$ cat src/ppc_regs.svh
`ifndef PPC_REGS_SVH
`define PPC_REGS_SVH
// Register byte offsets
`define PPC_REG_CTRL 8'h00
`define PPC_REG_OVMARGIN 8'h04
`define PPC_REG_CHGV 8'h08
`define PPC_REG_FASTI 8'h0C
`define PPC_REG_OCMARGIN 8'h10
`define PPC_REG_CELLOV 8'h14
`define PPC_REG_CELLUV 8'h18
`define PPC_REG_OVLI 8'h1C
`define PPC_REG_TMAX 8'h20
`define PPC_REG_THYST 8'h24
`define PPC_REG_SAFEV 8'h28
`define PPC_REG_SAFET 8'h2C
`define PPC_REG_CHKTIME 8'h30
`define PPC_REG_FAILLIM 8'h34
`define PPC_REG_SCDLY 8'h38
`define PPC_REG_SLPMUL 8'h3C
`define PPC_REG_STATUS 8'h40
`define PPC_REG_FAILCNT 8'h44
// Control register fields
`define PPC_CTRL_SAFE_EN 0
`define PPC_CTRL_CHECK_EN 5
`define PPC_CTRL_DOUBLE 1
`define PPC_CTRL_SLEEP 2
// Status bits
`define PPC_ST_CHG_BLOCK 0
`define PPC_ST_DSG_BLOCK 1
`define PPC_ST_TRIP 2
`define PPC_ST_CHG_FET 3
`define PPC_ST_DSG_FET 4
`define PPC_ST_OT 5
// Reset values and thresholds (mA, 0.1 C, mV)
`define PPC_CTRL_RST 8'h00
`define PPC_SCDLY_RST 8'h00
`define PPC_FLOW_MA 16'h0032
`define PPC_RECOVER_MA 16'h0100
`define PPC_OT_FLOOR 16'h01AE
`define PPC_SHUTDOWN_MV 16'h2ADF
// Timing
`define PPC_SEC_NS 1000000000
`define PPC_CLK_NS 5
`define PPC_SEC_CYCLES (`PPC_SEC_NS / `PPC_CLK_NS)
`endif

$ cat src/ppc_pkg.sv
package ppc_pkg;
   typedef enum logic [1:0] {PPC_AFE_IDLE, PPC_AFE_REQ} ppc_afe_st_t;
   typedef enum logic [2:0] {PPC_CMD_CHG_FET = 3'h0, PPC_CMD_DSG_FET = 3'h1,
      PPC_CMD_SCDLY = 3'h2, PPC_CMD_SHUTDOWN = 3'h3, PPC_CMD_CHECK = 3'h4} ppc_cmd_t;
endpackage : ppc_pkg

$ cat src/ppc_protect.sv
// Operation
// - Charge block on OV, OT or overcurrent
// - Keep charge FET on during discharge over 50mA
// - Charge FET back on; overcurrent needs below 256mA
// - Discharge block on overdischarge or overload
// - Keep discharge FET on during charge 50mA+
// - Discharge FET back on; overload needs above -256mA
// - Front-end trips clear at zero current
// - Short-circuit delay byte, nibbles per direction
// - Trip output low only when safety enabled
// - Trip output and flag latch until reset
// - Trip on charge block plus overvoltage 1s
// - Trip on charge block plus overtemp 1s
// - Trip when check failures reach limit
// - Periodic front-end check, slower in sleep
// - Count failed front-end checks, saturating at 0xFFFF
// - Charge block flag four set conditions
// - Optional double measurement confirmation
// - Cell undervoltage: open discharge, shutdown 10.975V
// - FETs switched only by front-end commands
// - Partial reset rewrites all front-end registers
// - Overtemp set at max, clear at hysteresis/43C
`timescale 1ns/1ps
`include "ppc_regs.svh"
module ppc_protect #(
   parameter int CW = 16,
   parameter int CELLS = 4,
   parameter int SEC_CYCLES = `PPC_SEC_CYCLES
) (
   input wire logic ref_clk,
   input wire logic rst,
   input wire logic partial_rst,
   input wire logic [7:0] avs_address,
   input wire logic avs_read,
   input wire logic avs_write,
   input wire logic [31:0] avs_writedata,
   input wire logic [3:0] avs_byteenable,
   output logic [31:0] avs_readdata,
   output logic avs_waitrequest,
   input wire logic meas_valid,
   input wire logic [CW-1:0] pack_voltage,
   input wire logic [CW*CELLS-1:0] cell_voltage,
   input wire logic signed [CW-1:0] mean_current_value,
   input wire logic signed [CW-1:0] temperature,
   input wire logic frontend_alert_input,
   output logic [2:0] afe_cmd,
   output logic [15:0] afe_data,
   output logic afe_valid,
   input wire logic afe_ready,
   input wire logic afe_check_done,
   input wire logic afe_check_ok,
   output logic safe_trip_n
);
   import ppc_pkg::*;
   initial
   begin
      if (CW < 16 || CELLS < 1 || SEC_CYCLES < 1)
         $error("ppc_protect: unsupported parameters");
   end

   typedef struct packed {
      logic [31:0] rdata;
      logic ack;
      logic [7:0] ctrl;
      logic [15:0] ov_margin, chg_v, fast_i, oc_margin, cell_ov, cell_uv, ovl_i;
      logic [15:0] tmax, thyst, safe_v, safe_t, chk_time, fail_lim, slp_mul;
      logic [7:0] sc_dly;
      logic chg_block, dsg_block, chg_by_oc, dsg_by_ovl, ot, alert_trip;
      logic chg_fet, dsg_fet, trip, uv_done;
      logic pend_c, pend_d;
      logic [15:0] fail_cnt;
      logic [31:0] sec_div;
      logic [15:0] chk_sec, safe_sec;
      logic [4:0] pend;
      ppc_afe_st_t st;
      logic [2:0] cmd;
      logic [15:0] data;
      logic a_m1, a_m2;
   } ppc_state_t;

   ppc_state_t s, n;
   logic sec_tick, safe_en, chk_en, dbl, sleep_mode;
   logic any_cell_ov, any_cell_uv, ov_now, oc_now, ovl_now, od_now, ot_set, ot_clr;
   logic chg_fault, dsg_fault, dsg_flow, chg_flow, want_chg, want_dsg;
   logic signed [CW:0] cur;
   logic [31:0] chk_period;

   function automatic logic [15:0] wmask(input logic [15:0] old, input logic [31:0] wd,
      input logic [3:0] be);
      wmask = {be[1] ? wd[15:8] : old[15:8], be[0] ? wd[7:0] : old[7:0]};
   endfunction : wmask

   function automatic logic sgt(input logic signed [CW:0] a, input logic signed [CW:0] b);
      sgt = a > b;
   endfunction : sgt

   assign safe_en = s.ctrl[`PPC_CTRL_SAFE_EN];
   assign chk_en = s.ctrl[`PPC_CTRL_CHECK_EN];
   assign dbl = s.ctrl[`PPC_CTRL_DOUBLE];
   assign sleep_mode = s.ctrl[`PPC_CTRL_SLEEP];
   assign sec_tick = (s.sec_div == 32'(SEC_CYCLES - 1));
   assign cur = {mean_current_value[CW-1], mean_current_value};
   assign chk_period = sleep_mode ? 32'(s.chk_time) * 32'(s.slp_mul)
      : {16'h0000, s.chk_time};

   always_comb
   begin
      any_cell_ov = 1'b0;
      any_cell_uv = 1'b0;
      for (int i = 0; i < CELLS; i++)
      begin
         if (cell_voltage[i*CW +: 16] >= s.cell_ov) any_cell_ov = 1'b1;
         if (cell_voltage[i*CW +: 16] <= s.cell_uv) any_cell_uv = 1'b1;
      end
   end

   assign ov_now = ({1'b0, pack_voltage[15:0]} >= {1'b0, s.chg_v} + {1'b0, s.ov_margin})
      || any_cell_ov;
   assign oc_now = !sgt((CW+1)'({1'b0, s.fast_i}) + (CW+1)'({1'b0, s.oc_margin}), cur);
   assign ovl_now = !sgt(cur, -(CW+1)'({1'b0, s.ovl_i}));
   assign od_now = any_cell_uv;
   assign ot_set = !sgt((CW+1)'({1'b0, s.tmax}), {temperature[CW-1], temperature});
   assign ot_clr = !sgt({temperature[CW-1], temperature},
      (CW+1)'({1'b0, s.tmax}) - (CW+1)'({1'b0, s.thyst}))
      || !sgt({temperature[CW-1], temperature}, (CW+1)'({1'b0, `PPC_OT_FLOOR}));
   assign dsg_flow = sgt(-(CW+1)'({1'b0, `PPC_FLOW_MA}), cur);
   assign chg_flow = !sgt((CW+1)'({1'b0, `PPC_FLOW_MA}), cur);

   always_comb
   begin
      n = s;
      n.ack = 1'b0;
      n.a_m1 = frontend_alert_input;
      n.a_m2 = s.a_m1;
      n.sec_div = sec_tick ? 32'h0 : s.sec_div + 32'h1;
      chg_fault = 1'b0;
      dsg_fault = 1'b0;
      if (s.a_m2) n.alert_trip = 1'b1;
      // Writes land at the edge where waitrequest is seen low
      if (avs_read || avs_write)
      begin
         n.ack = !s.ack;
         if (!s.ack) n.rdata = 32'h0;
         if (avs_write && s.ack)
         begin
            case (avs_address)
               `PPC_REG_CTRL: if (avs_byteenable[0]) n.ctrl = avs_writedata[7:0];
               `PPC_REG_OVMARGIN: n.ov_margin = wmask(s.ov_margin, avs_writedata, avs_byteenable);
               `PPC_REG_CHGV: n.chg_v = wmask(s.chg_v, avs_writedata, avs_byteenable);
               `PPC_REG_FASTI: n.fast_i = wmask(s.fast_i, avs_writedata, avs_byteenable);
               `PPC_REG_OCMARGIN: n.oc_margin = wmask(s.oc_margin, avs_writedata, avs_byteenable);
               `PPC_REG_CELLOV: n.cell_ov = wmask(s.cell_ov, avs_writedata, avs_byteenable);
               `PPC_REG_CELLUV: n.cell_uv = wmask(s.cell_uv, avs_writedata, avs_byteenable);
               `PPC_REG_OVLI: n.ovl_i = wmask(s.ovl_i, avs_writedata, avs_byteenable);
               `PPC_REG_TMAX: n.tmax = wmask(s.tmax, avs_writedata, avs_byteenable);
               `PPC_REG_THYST: n.thyst = wmask(s.thyst, avs_writedata, avs_byteenable);
               `PPC_REG_SAFEV: n.safe_v = wmask(s.safe_v, avs_writedata, avs_byteenable);
               `PPC_REG_SAFET: n.safe_t = wmask(s.safe_t, avs_writedata, avs_byteenable);
               `PPC_REG_CHKTIME: n.chk_time = wmask(s.chk_time, avs_writedata, avs_byteenable);
               `PPC_REG_FAILLIM: n.fail_lim = wmask(s.fail_lim, avs_writedata, avs_byteenable);
               `PPC_REG_SCDLY: if (avs_byteenable[0])
               begin
                  n.sc_dly = avs_writedata[7:0];
                  n.pend[PPC_CMD_SCDLY] = 1'b1;
               end
               `PPC_REG_SLPMUL: n.slp_mul = wmask(s.slp_mul, avs_writedata, avs_byteenable);
               default: n.rdata = 32'h0;
            endcase
         end
         else if (!s.ack)
         begin
            case (avs_address)
               `PPC_REG_CTRL: n.rdata = {24'h0, s.ctrl};
               `PPC_REG_OVMARGIN: n.rdata = {16'h0, s.ov_margin};
               `PPC_REG_CHGV: n.rdata = {16'h0, s.chg_v};
               `PPC_REG_FASTI: n.rdata = {16'h0, s.fast_i};
               `PPC_REG_OCMARGIN: n.rdata = {16'h0, s.oc_margin};
               `PPC_REG_CELLOV: n.rdata = {16'h0, s.cell_ov};
               `PPC_REG_CELLUV: n.rdata = {16'h0, s.cell_uv};
               `PPC_REG_OVLI: n.rdata = {16'h0, s.ovl_i};
               `PPC_REG_TMAX: n.rdata = {16'h0, s.tmax};
               `PPC_REG_THYST: n.rdata = {16'h0, s.thyst};
               `PPC_REG_SAFEV: n.rdata = {16'h0, s.safe_v};
               `PPC_REG_SAFET: n.rdata = {16'h0, s.safe_t};
               `PPC_REG_CHKTIME: n.rdata = {16'h0, s.chk_time};
               `PPC_REG_FAILLIM: n.rdata = {16'h0, s.fail_lim};
               `PPC_REG_SCDLY: n.rdata = {24'h0, s.sc_dly};
               `PPC_REG_SLPMUL: n.rdata = {16'h0, s.slp_mul};
               `PPC_REG_STATUS: n.rdata = {26'h0, s.ot, s.dsg_fet, s.chg_fet, s.trip,
                  s.dsg_block, s.chg_block};
               `PPC_REG_FAILCNT: n.rdata = {16'h0, s.fail_cnt};
               default: n.rdata = 32'h0;
            endcase
         end
      end

      // Evaluation on each measurement; double mode needs two agreeing samples, except overtemp which blocks charge on one
      if (meas_valid)
      begin
         n.pend_c = ov_now || oc_now || ot_set;
         n.pend_d = od_now || ovl_now;
         chg_fault = dbl ? (s.pend_c && n.pend_c) : n.pend_c;
         dsg_fault = dbl ? (s.pend_d && n.pend_d) : n.pend_d;
         if (ot_set) n.ot = 1'b1;
         else if (ot_clr) n.ot = 1'b0;
         if (chg_fault || n.ot)
         begin
            n.chg_block = 1'b1;
            if (oc_now) n.chg_by_oc = 1'b1;
         end
         else if (!ov_now && !n.ot &&
            (!s.chg_by_oc || sgt((CW+1)'({1'b0, `PPC_RECOVER_MA}), cur)))
         begin
            n.chg_block = 1'b0;
            n.chg_by_oc = 1'b0;
         end
         if (dsg_fault)
         begin
            n.dsg_block = 1'b1;
            if (ovl_now) n.dsg_by_ovl = 1'b1;
         end
         else if (!od_now &&
            (!s.dsg_by_ovl || sgt(cur, -(CW+1)'({1'b0, `PPC_RECOVER_MA}))))
         begin
            n.dsg_block = 1'b0;
            n.dsg_by_ovl = 1'b0;
         end
         if (any_cell_uv && !s.uv_done)
         begin
            n.uv_done = 1'b1;
            n.pend[PPC_CMD_SHUTDOWN] = 1'b1;
         end
         else if (!any_cell_uv) n.uv_done = 1'b0;
         if (!s.a_m2 && s.alert_trip && cur == '0)
         begin
            n.alert_trip = 1'b0;
            n.pend[PPC_CMD_CHG_FET] = 1'b1;
            n.pend[PPC_CMD_DSG_FET] = 1'b1;
         end
      end
      want_chg = !(n.chg_block && !dsg_flow);
      want_dsg = !(n.dsg_block && !chg_flow);
      if (want_chg != s.chg_fet)
      begin
         n.chg_fet = want_chg;
         n.pend[PPC_CMD_CHG_FET] = 1'b1;
      end
      if (want_dsg != s.dsg_fet)
      begin
         n.dsg_fet = want_dsg;
         n.pend[PPC_CMD_DSG_FET] = 1'b1;
      end

      // Safety trip timing
      if (!s.chg_block) n.safe_sec = 16'h0;
      else if (sec_tick && s.safe_sec != 16'hFFFF) n.safe_sec = s.safe_sec + 16'h1;
      // Two ticks guarantee a full second of block, whatever the divider phase
      if (safe_en && s.chg_block && s.safe_sec >= 16'h2 &&
         (pack_voltage[15:0] > s.safe_v || sgt({temperature[CW-1], temperature},
         (CW+1)'({1'b0, s.safe_t})))) n.trip = 1'b1;
      if (safe_en && chk_en && s.fail_lim != 16'h0 && s.fail_cnt >= s.fail_lim)
         n.trip = 1'b1;

      // Periodic check
      if (sec_tick)
      begin
         if ({16'h0, s.chk_sec} + 32'h1 >= chk_period && chk_period != 32'h0)
         begin
            n.chk_sec = 16'h0;
            n.pend[PPC_CMD_CHECK] = 1'b1;
         end
         else n.chk_sec = s.chk_sec + 16'h1;
      end
      if (afe_check_done && !afe_check_ok && s.fail_cnt != 16'hFFFF)
         n.fail_cnt = s.fail_cnt + 16'h1;

      // Front-end command sequencer, lowest index first
      case (s.st)
         PPC_AFE_IDLE:
         begin
            for (int k = 4; k >= 0; k--)
            begin
               if (s.pend[k])
               begin
                  n.cmd = 3'(k);
               end
            end
            if (s.pend != 5'h0)
            begin
               n.st = PPC_AFE_REQ;
               n.pend[n.cmd] = 1'b0;
               case (ppc_cmd_t'(n.cmd))
                  PPC_CMD_CHG_FET: n.data = {15'h0, n.chg_fet};
                  PPC_CMD_DSG_FET: n.data = {15'h0, n.dsg_fet};
                  PPC_CMD_SCDLY: n.data = {8'h0, n.sc_dly};
                  PPC_CMD_SHUTDOWN: n.data = `PPC_SHUTDOWN_MV;
                  default: n.data = 16'h0;
               endcase
            end
         end
         PPC_AFE_REQ: if (afe_ready) n.st = PPC_AFE_IDLE;
         default: n.st = PPC_AFE_IDLE;
      endcase
      if (partial_rst) n.pend = n.pend | 5'h07;
   end

   always_ff @(posedge ref_clk)
   begin
      if (rst)
      begin
         s <= '0;
         s.ctrl <= `PPC_CTRL_RST;
         s.sc_dly <= `PPC_SCDLY_RST;
         s.chg_fet <= 1'b1;
         s.dsg_fet <= 1'b1;
         s.pend <= 5'h07;
      end
      else
         s <= n;
   end

   assign avs_waitrequest = (avs_read || avs_write) && !s.ack;
   assign avs_readdata = s.rdata;
   assign afe_valid = (s.st == PPC_AFE_REQ);
   assign afe_cmd = s.cmd;
   assign afe_data = s.data;
   assign safe_trip_n = !s.trip;

   trip_latch_a: assert property (@(posedge ref_clk) disable iff (rst)
      s.trip |=> s.trip && !safe_trip_n) else $error("trip released");
   trip_gate_a: assert property (@(posedge ref_clk) disable iff (rst)
      $rose(s.trip) |-> $past(safe_en)) else $error("trip without enable");
   chg_keep_a: assert property (@(posedge ref_clk) disable iff (rst)
      $fell(s.chg_fet) |-> $past(!dsg_flow)) else $error("chg fet opened in dsg");
   dsg_keep_a: assert property (@(posedge ref_clk) disable iff (rst)
      $fell(s.dsg_fet) |-> $past(!chg_flow)) else $error("dsg fet opened in chg");
   fail_inc_a: assert property (@(posedge ref_clk) disable iff (rst)
      afe_check_done && !afe_check_ok && s.fail_cnt < 16'h00FF |=> s.fail_cnt == $past(s.fail_cnt) + 16'h1)
      else $error("fail count stuck");
   cmd_hold_a: assert property (@(posedge ref_clk) disable iff (rst)
      afe_valid && !afe_ready |=> afe_valid && $stable(afe_data)) else $error("cmd dropped");
   chg_fet_a: assert property (@(posedge ref_clk) disable iff (rst)
      $changed(s.chg_fet) |-> s.pend[PPC_CMD_CHG_FET] || afe_valid) else $error("no chg cmd");
   ot_set_a: assert property (@(posedge ref_clk) disable iff (rst)
      meas_valid && ot_set |=> s.ot && s.chg_block) else $error("ot not set");
   trip_cv: cover property (@(posedge ref_clk) $rose(s.trip));
   chg_cv: cover property (@(posedge ref_clk) $fell(s.chg_fet));
   dsg_cv: cover property (@(posedge ref_clk) $fell(s.dsg_fet));
endmodule : ppc_protect

$ cat config.mk
export PLATFORM = sky130hd
export DESIGN_NAME = ppc_protect
export DESIGN_NICKNAME = d
export VERILOG_FILES = /design/src/ppc_pkg.sv /design/src/ppc_protect.sv
export VERILOG_INCLUDE_DIRS = /design/src
export SDC_FILE = /design/constraint.sdc
export NUM_CORES = 2
export LEC_CHECK = 0
export BUFFER_PORTS_ARGS = -buffer_cell sky130_fd_sc_hd__buf_2
export CORE_MARGIN = 2
export CORE_UTILIZATION = 35
export CTS_BUF_LIST = sky130_fd_sc_hd__clkbuf_8
export CTS_CLUSTER_DIAMETER = 60
export CTS_CLUSTER_SIZE = 12
export DETAILED_ROUTE_END_ITERATION = 8
export GPL_ROUTABILITY_DRIVEN = 0
export PLACE_DENSITY = 0.55
export SLEW_MARGIN = 20
export SYNTH_ARGS = -nofsm -noshare
export SYNTH_HDL_FRONTEND = slang
export SYNTH_SLANG_ARGS = --single-unit
$ cat constraint.sdc
create_clock -name ref_clk -period 14.2 [get_ports ref_clk]
set_input_delay 2.84 -clock ref_clk [delete_from_list [all_inputs] [get_ports ref_clk]]
set_output_delay 2.84 -clock ref_clk [all_outputs]
set_load 0.01 [all_outputs]
======== Word-level counts from Yosys, hierarchy flattened ========
Index checks and enable logic that the tools add are counted.
operators by class
  $add $sub $neg .......................... 9
  $mul .................................... 1
  magnitude comparators ................... 25
  equality and inequality tests ........... 31
  multiplexer cells ....................... 68
  bitwise operators ....................... 4
  reductions and logical operators ........ 100
operators with widths
  operator               number
  $pmux 16 s18           1
  $mux 32                5
  $reduce_and 4->1       29
  $ge 16x16->1           5
  $eq 8x6->1 const B     8
  $le 16x16->1           4
  $pmux 14 s4            1
  $gt 16x17->1           3
  $add 16x1->16 const B  3
  $mux 1                 42
  $add 16x16->17         2
  $gt 17x16->1           2
  $add 32x1->32 const B  1
  $eq 32x28->1 const B   1
  $eq 8x5->1 const B     4
  $ge 17x32->1           1
  $gt 7x16->1 const A    2
  $mul 16x16->32         1
  $mux 8                 4
  $ne 16x16->1 const B   2
  $reduce_bool 32->1     1
  $logic_and 1x1->1      23
  $logic_not 1->1        18
  $mux 3                 6
  other kinds (42)       69
storage, ports and cells
  register bits ........................... 393
  output and inout port bits .............. 54

======== Depth between registers and ports, before layout ========
  word-level depth ........................ 20
  mapped depth ............................ 32
  mapped depth without buffers ............ 30

======== Worst setup path after synthesis ========
Ideal clock, no wire load.
  path type ............................... register to register
  from .................................... register s[168] in the netlist's numbering
  to ...................................... register s[46] in the netlist's numbering
  arrival ................................. 7.113 ns
  slack ................................... 6.956 ns
  cell stages (with the launch flop) ...... 30
  path buffers ............................ 3
  period minus slack after synthesis ...... 7.244 ns
  cells stage by stage .................... dfxtp_1 > clkbuf_1 > clkbuf_1 > nand2_1 > fa_1 > fa_1 > fa_1 > fa_1 > inv_1 > fa_1 > inv_1 > fa_1 > inv_1 > ha_1 > nand3_1 > nor2_1 > a211o_1 > or4b_2 > o311a_1 > ha_1 > nand4_1 > a211oi_1 > a211oi_1 > a21oi_1 > nor2_1 > a21oi_1 > o21ai_4 > o211ai_4 > buf_6 > o22ai_2
between the ends
  word-level cells in the longest chain between the ends .. 5
RTL lines
  what                                                line                source
  from (decl)                                         ppc_protect.sv:81   ppc_state_t s, n;
  from (signal assigned)                              ppc_protect.sv:319  s <= n;
  $mul 16x16->32                                      ppc_protect.sv:103  assign chk_period = sleep_mode ? 32'(s.chk_time) * 32'(s.slp_mul)
  $mux 32 (*)                                         ppc_protect.sv:103
  $ge 17x32->1 or $reduce_bool 32->1 (tied branches)  ppc_protect.sv:267  if ({16'h0, s.chk_sec} + 32'h1 >= chk_period && chk_period != 32'h0)
  $logic_and 1x1->1 (*)                               ppc_protect.sv:267
  $mux 16 (*)                                         ppc_protect.sv:267
Mark *: on every way between the ends. The rest lies on a longest branch, timed or not.
A chain may end at the register's enable or synchronous reset.

======== Worst setup path after layout ========
  from .................................... register s[131] in the netlist's numbering
  to ...................................... register s[59] in the netlist's numbering
between the ends
  word-level cells in the longest chain between the ends .. 5
RTL lines
  what                                                line
  $mul 16x16->32 (*)                                  ppc_protect.sv:103
  $mux 32 (*)                                         ppc_protect.sv:103
  $ge 17x32->1 or $reduce_bool 32->1 (tied branches)  ppc_protect.sv:267
  $logic_and 1x1->1 (*)                               ppc_protect.sv:267
  $mux 16 (*)                                         ppc_protect.sv:267
Marks and branches as above.

==> results.ini <==
[cells_and_area]
finalNetCount = 5131
area_growth_pct = 8.25
fill_cells = 10155
stdcell_count = 5629
drive_above_1_share_pct = 7.98
utilization_pct = 38.2

[hold_path]
min-delay-start = avs_readdata[6]
hp-class = flop to flop

[global_route]
grt_pass1_wl_um = 183000
grt_max_degree = 99
overflow = 0
track_usage_pct = 23.9
grt_pass1_vias = 29574
antenna_found_initial = 8

[floorplanning]
die_h_um = 316
die-width_um = 316
initial_core_util_pct = 35.3
die_area_mm2 = 0.100
core_area_mm2 = 0.0967
rows = 114
pin_count = 220

[power]
ir_worst_vdd_mv = 0.0637
power.leakage_nw = 15.6
powerDensity_mw_per_mm2 = 57.3

[cts]
numCtsBuffers = 43
cts_buffer_depth = 3
insertion_delay_ns = 0.67
cts_root_buf = clkbuf_8
clock-sinks = 385
path_clk_slew_ns = 0.09
holdBufCountCts = 0
cts_setup_buffers = 0
htree_levels = 2
cts.repair.resized = 0
tritoncts = built

[routing]
wl_met2_um = 53000
met1_length_um = 53600
drt_wl_total_um = 121000
drc = 0
wire_per_inst_um = 21.4
vias_per_cell = 5.46
first_iter_violations = 2955
drtPass1Iterations = 6
dr_total_vias = 30708
antenna_left = 0
wl_met3_um = 9620
topRoutingLayerUsed = met4

[worst_setup_path]
crit_fanout = 18
setup.worst_path.class = flop to flop
startpoint_type = flop
required_ns = 14.68
worstPathArrival_ns = 8.77
timing.rr.start = s[131]
critPathCaptureType = flop
worstSetupStartpoint = s[131]

[logic_synthesis]
ys_async_sr_fraction_pct = 0
ys_warn_count = 0
synthFlopType = dfxtp_1
syn_inst = 4259
synth_enable_flop_cells = 0
synth_seq_area_share_pct = 22.6
avgSynthCellArea_um2 = 8.01
synth.distinct_cells = 87
syn-cell-area_mm2 = 0.0341
ys_seq_elements = 385

[timing]
post-route-period-util_pct = 58.4
fin_crit_ns = 8.29
fin_setup_tns_ns = 0
hold_violations = 0
layout_setup_ws_ns = 5.91
max_freq_mhz = 121
max_slew.worst_pin.slew_ns = 1.13
finalSetupViolations = 0
slew_headroom_pct = 24.5
rsz0062_at_grt = no
clock_skew_ns = 0.0516
holdWs_ns = 0.449
drv_slew = 0

[place]
numPortBuffers = 196
place_ws_ns = 6.03
placed_cells = 5559
post-dp-hpwl_um = 93300

[status]
outcome = complete, no violations

[run]
cap_violations = 0

==> flip-flops by register name, summed over array words and instances (netlist names) <==
register / count
s: 338
avs_readdata: 32
afe_data: 9
afe_cmd: 3
chk_en: 1
dbl: 1
n: 1
==> kinds of logic (layout without fill, tap and decap cells) <==
kind of cell             Yosys count  count (layout)  share of synthesized area, %
AND/OR/NAND/NOR                 1521            1521                          20.6
other                              1              10                        0.0110
XOR/XNOR                         138             138                          3.54
flip-flops                       385             385                          22.6
adder cells (fa/ha/maj)          637             637                          27.7
AO/OA/AOI/OAI                    904             904                          17.2
buffers and inverters            654             739                          7.80
multiplexers                      19              19                         0.561
==> synth_stat cells (79+ instances only) <==
master | count | area share [%]
clkbuf_1 | 161 | 1.8
and2_1 | 136 | 2.5
o21ai_0 | 91 | 1.3
fa_1 | 197 | 12
nor2_1 | 183 | 2.0
nand3_1 | 109 | 1.6
dfxtp_1 | 385 | 23
nand2_1 | 775 | 8.5
ha_1 | 440 | 16
xor2_1 | 79 | 2.0
inv_1 | 432 | 4.8
a21oi_1 | 379 | 5.6
==> layout by cell type, fill, tap and decap left out, types with 18 or more instances in the layout <==
| cell type | netlist | routed |
|---|---|---|
| a211oi_1 | 22 | 21 |
| nand3_1 | 109 | 109 |
| a31oi_1 | 19 | 19 |
| nor4_1 | 22 | 22 |
| dfxtp_1 | 385 | 384 |
| nor3_1 | 68 | 64 |
| nor2_1 | 183 | 182 |
| a221oi_1 | 25 | 25 |
| nor2b_1 | 38 | 38 |
| inv_1 | 432 | 437 |
| nand2_1 | 775 | 774 |
| a22oi_1 | 78 | 78 |
| and2_1 | 136 | 136 |
| nand2b_1 | 25 | 25 |
| xnor2_1 | 59 | 59 |
| buf_2 | 4 | 195 |
| mux2i_1 | 18 | 18 |
| and3_1 | 26 | 26 |
| fa_1 | 197 | 197 |
| xor2_1 | 79 | 79 |
| clkbuf_8 | 0 | 46 |
| a21o_1 | 78 | 78 |
| o21ai_0 | 91 | 91 |
| ha_1 | 440 | 440 |
| a21oi_1 | 379 | 379 |
| o21a_1 | 40 | 40 |
| nand4_1 | 76 | 76 |
| a22o_1 | 21 | 21 |
| buf_4 | 52 | 46 |
==> per-layer routing <==
metal  global-route usage [%]  vias up
li1                         -    14639
met1                     33.5    14694
met2                     37.7     1165
met3                     3.36      210
met4                     8.23        0
met5                        0        -
==> per-stage QoR <==
stage                     area, µm²  power, mW
after global placement        36000       1.31
final                         36900       2.12
after CTS                     36900       2.13
after floorplan               34100       1.23
after detailed placement      36000       1.31
after global routing          36900       2.19
==> area by class of cell <==
class	count	area, µm²	share of cell area [%]
multi-input combinational	3224	23800	64.5
clock inverter	19	219	0.593
inverter	432	1620	4.39
tap	1276	1600	4.32
timing repair buffer	242	1340	3.62
antenna	5	12.5	0.0339
clock buffer	46	633	1.71
sequential	385	7710	20.9
==> power by group <==
part / leakage (nW) / internal, mW / switching, mW
registers: 3.11 / 1.08 / 0.00739
logic: 12.1 / 0.0694 / 0.130
clock network: 0.450 / 0.376 / 0.449
total: 15.6 / 1.53 / 0.586
==> final timing paths <==
check	slack (ns)	to	cells past startpoint
hold reg to reg	0.45	avs_readdata[6]	2
setup reg to reg	5.91	s[59]	25
hold / removal	0.45	avs_readdata[6]	2
setup / recovery	5.91	s[59]	25
==> critical path, stage by stage (launching register included) <==
cell and delay (ns):
dfxtp_1 0.96, nand2_1 0.18, fa_1 0.60, fa_1 0.44, fa_1 0.52, inv_1 0.05, fa_1 0.48, fa_1 0.56
inv_1 0.06, fa_1 0.54, inv_1 0.06, ha_1 0.36, a21oi_1 0.50, o211ai_1 0.16, a211o_1 0.39, a41oi_1 0.38
xnor2_1 0.17, nand2_1 0.09, ha_1 0.31, o21ai_0 0.07, a21oi_1 0.13, nor2_1 0.05, a21oi_1 0.20, o21ai_4 0.16
o211ai_4 0.51, o22ai_2 0.14
(Power assumes the default switching activity.)
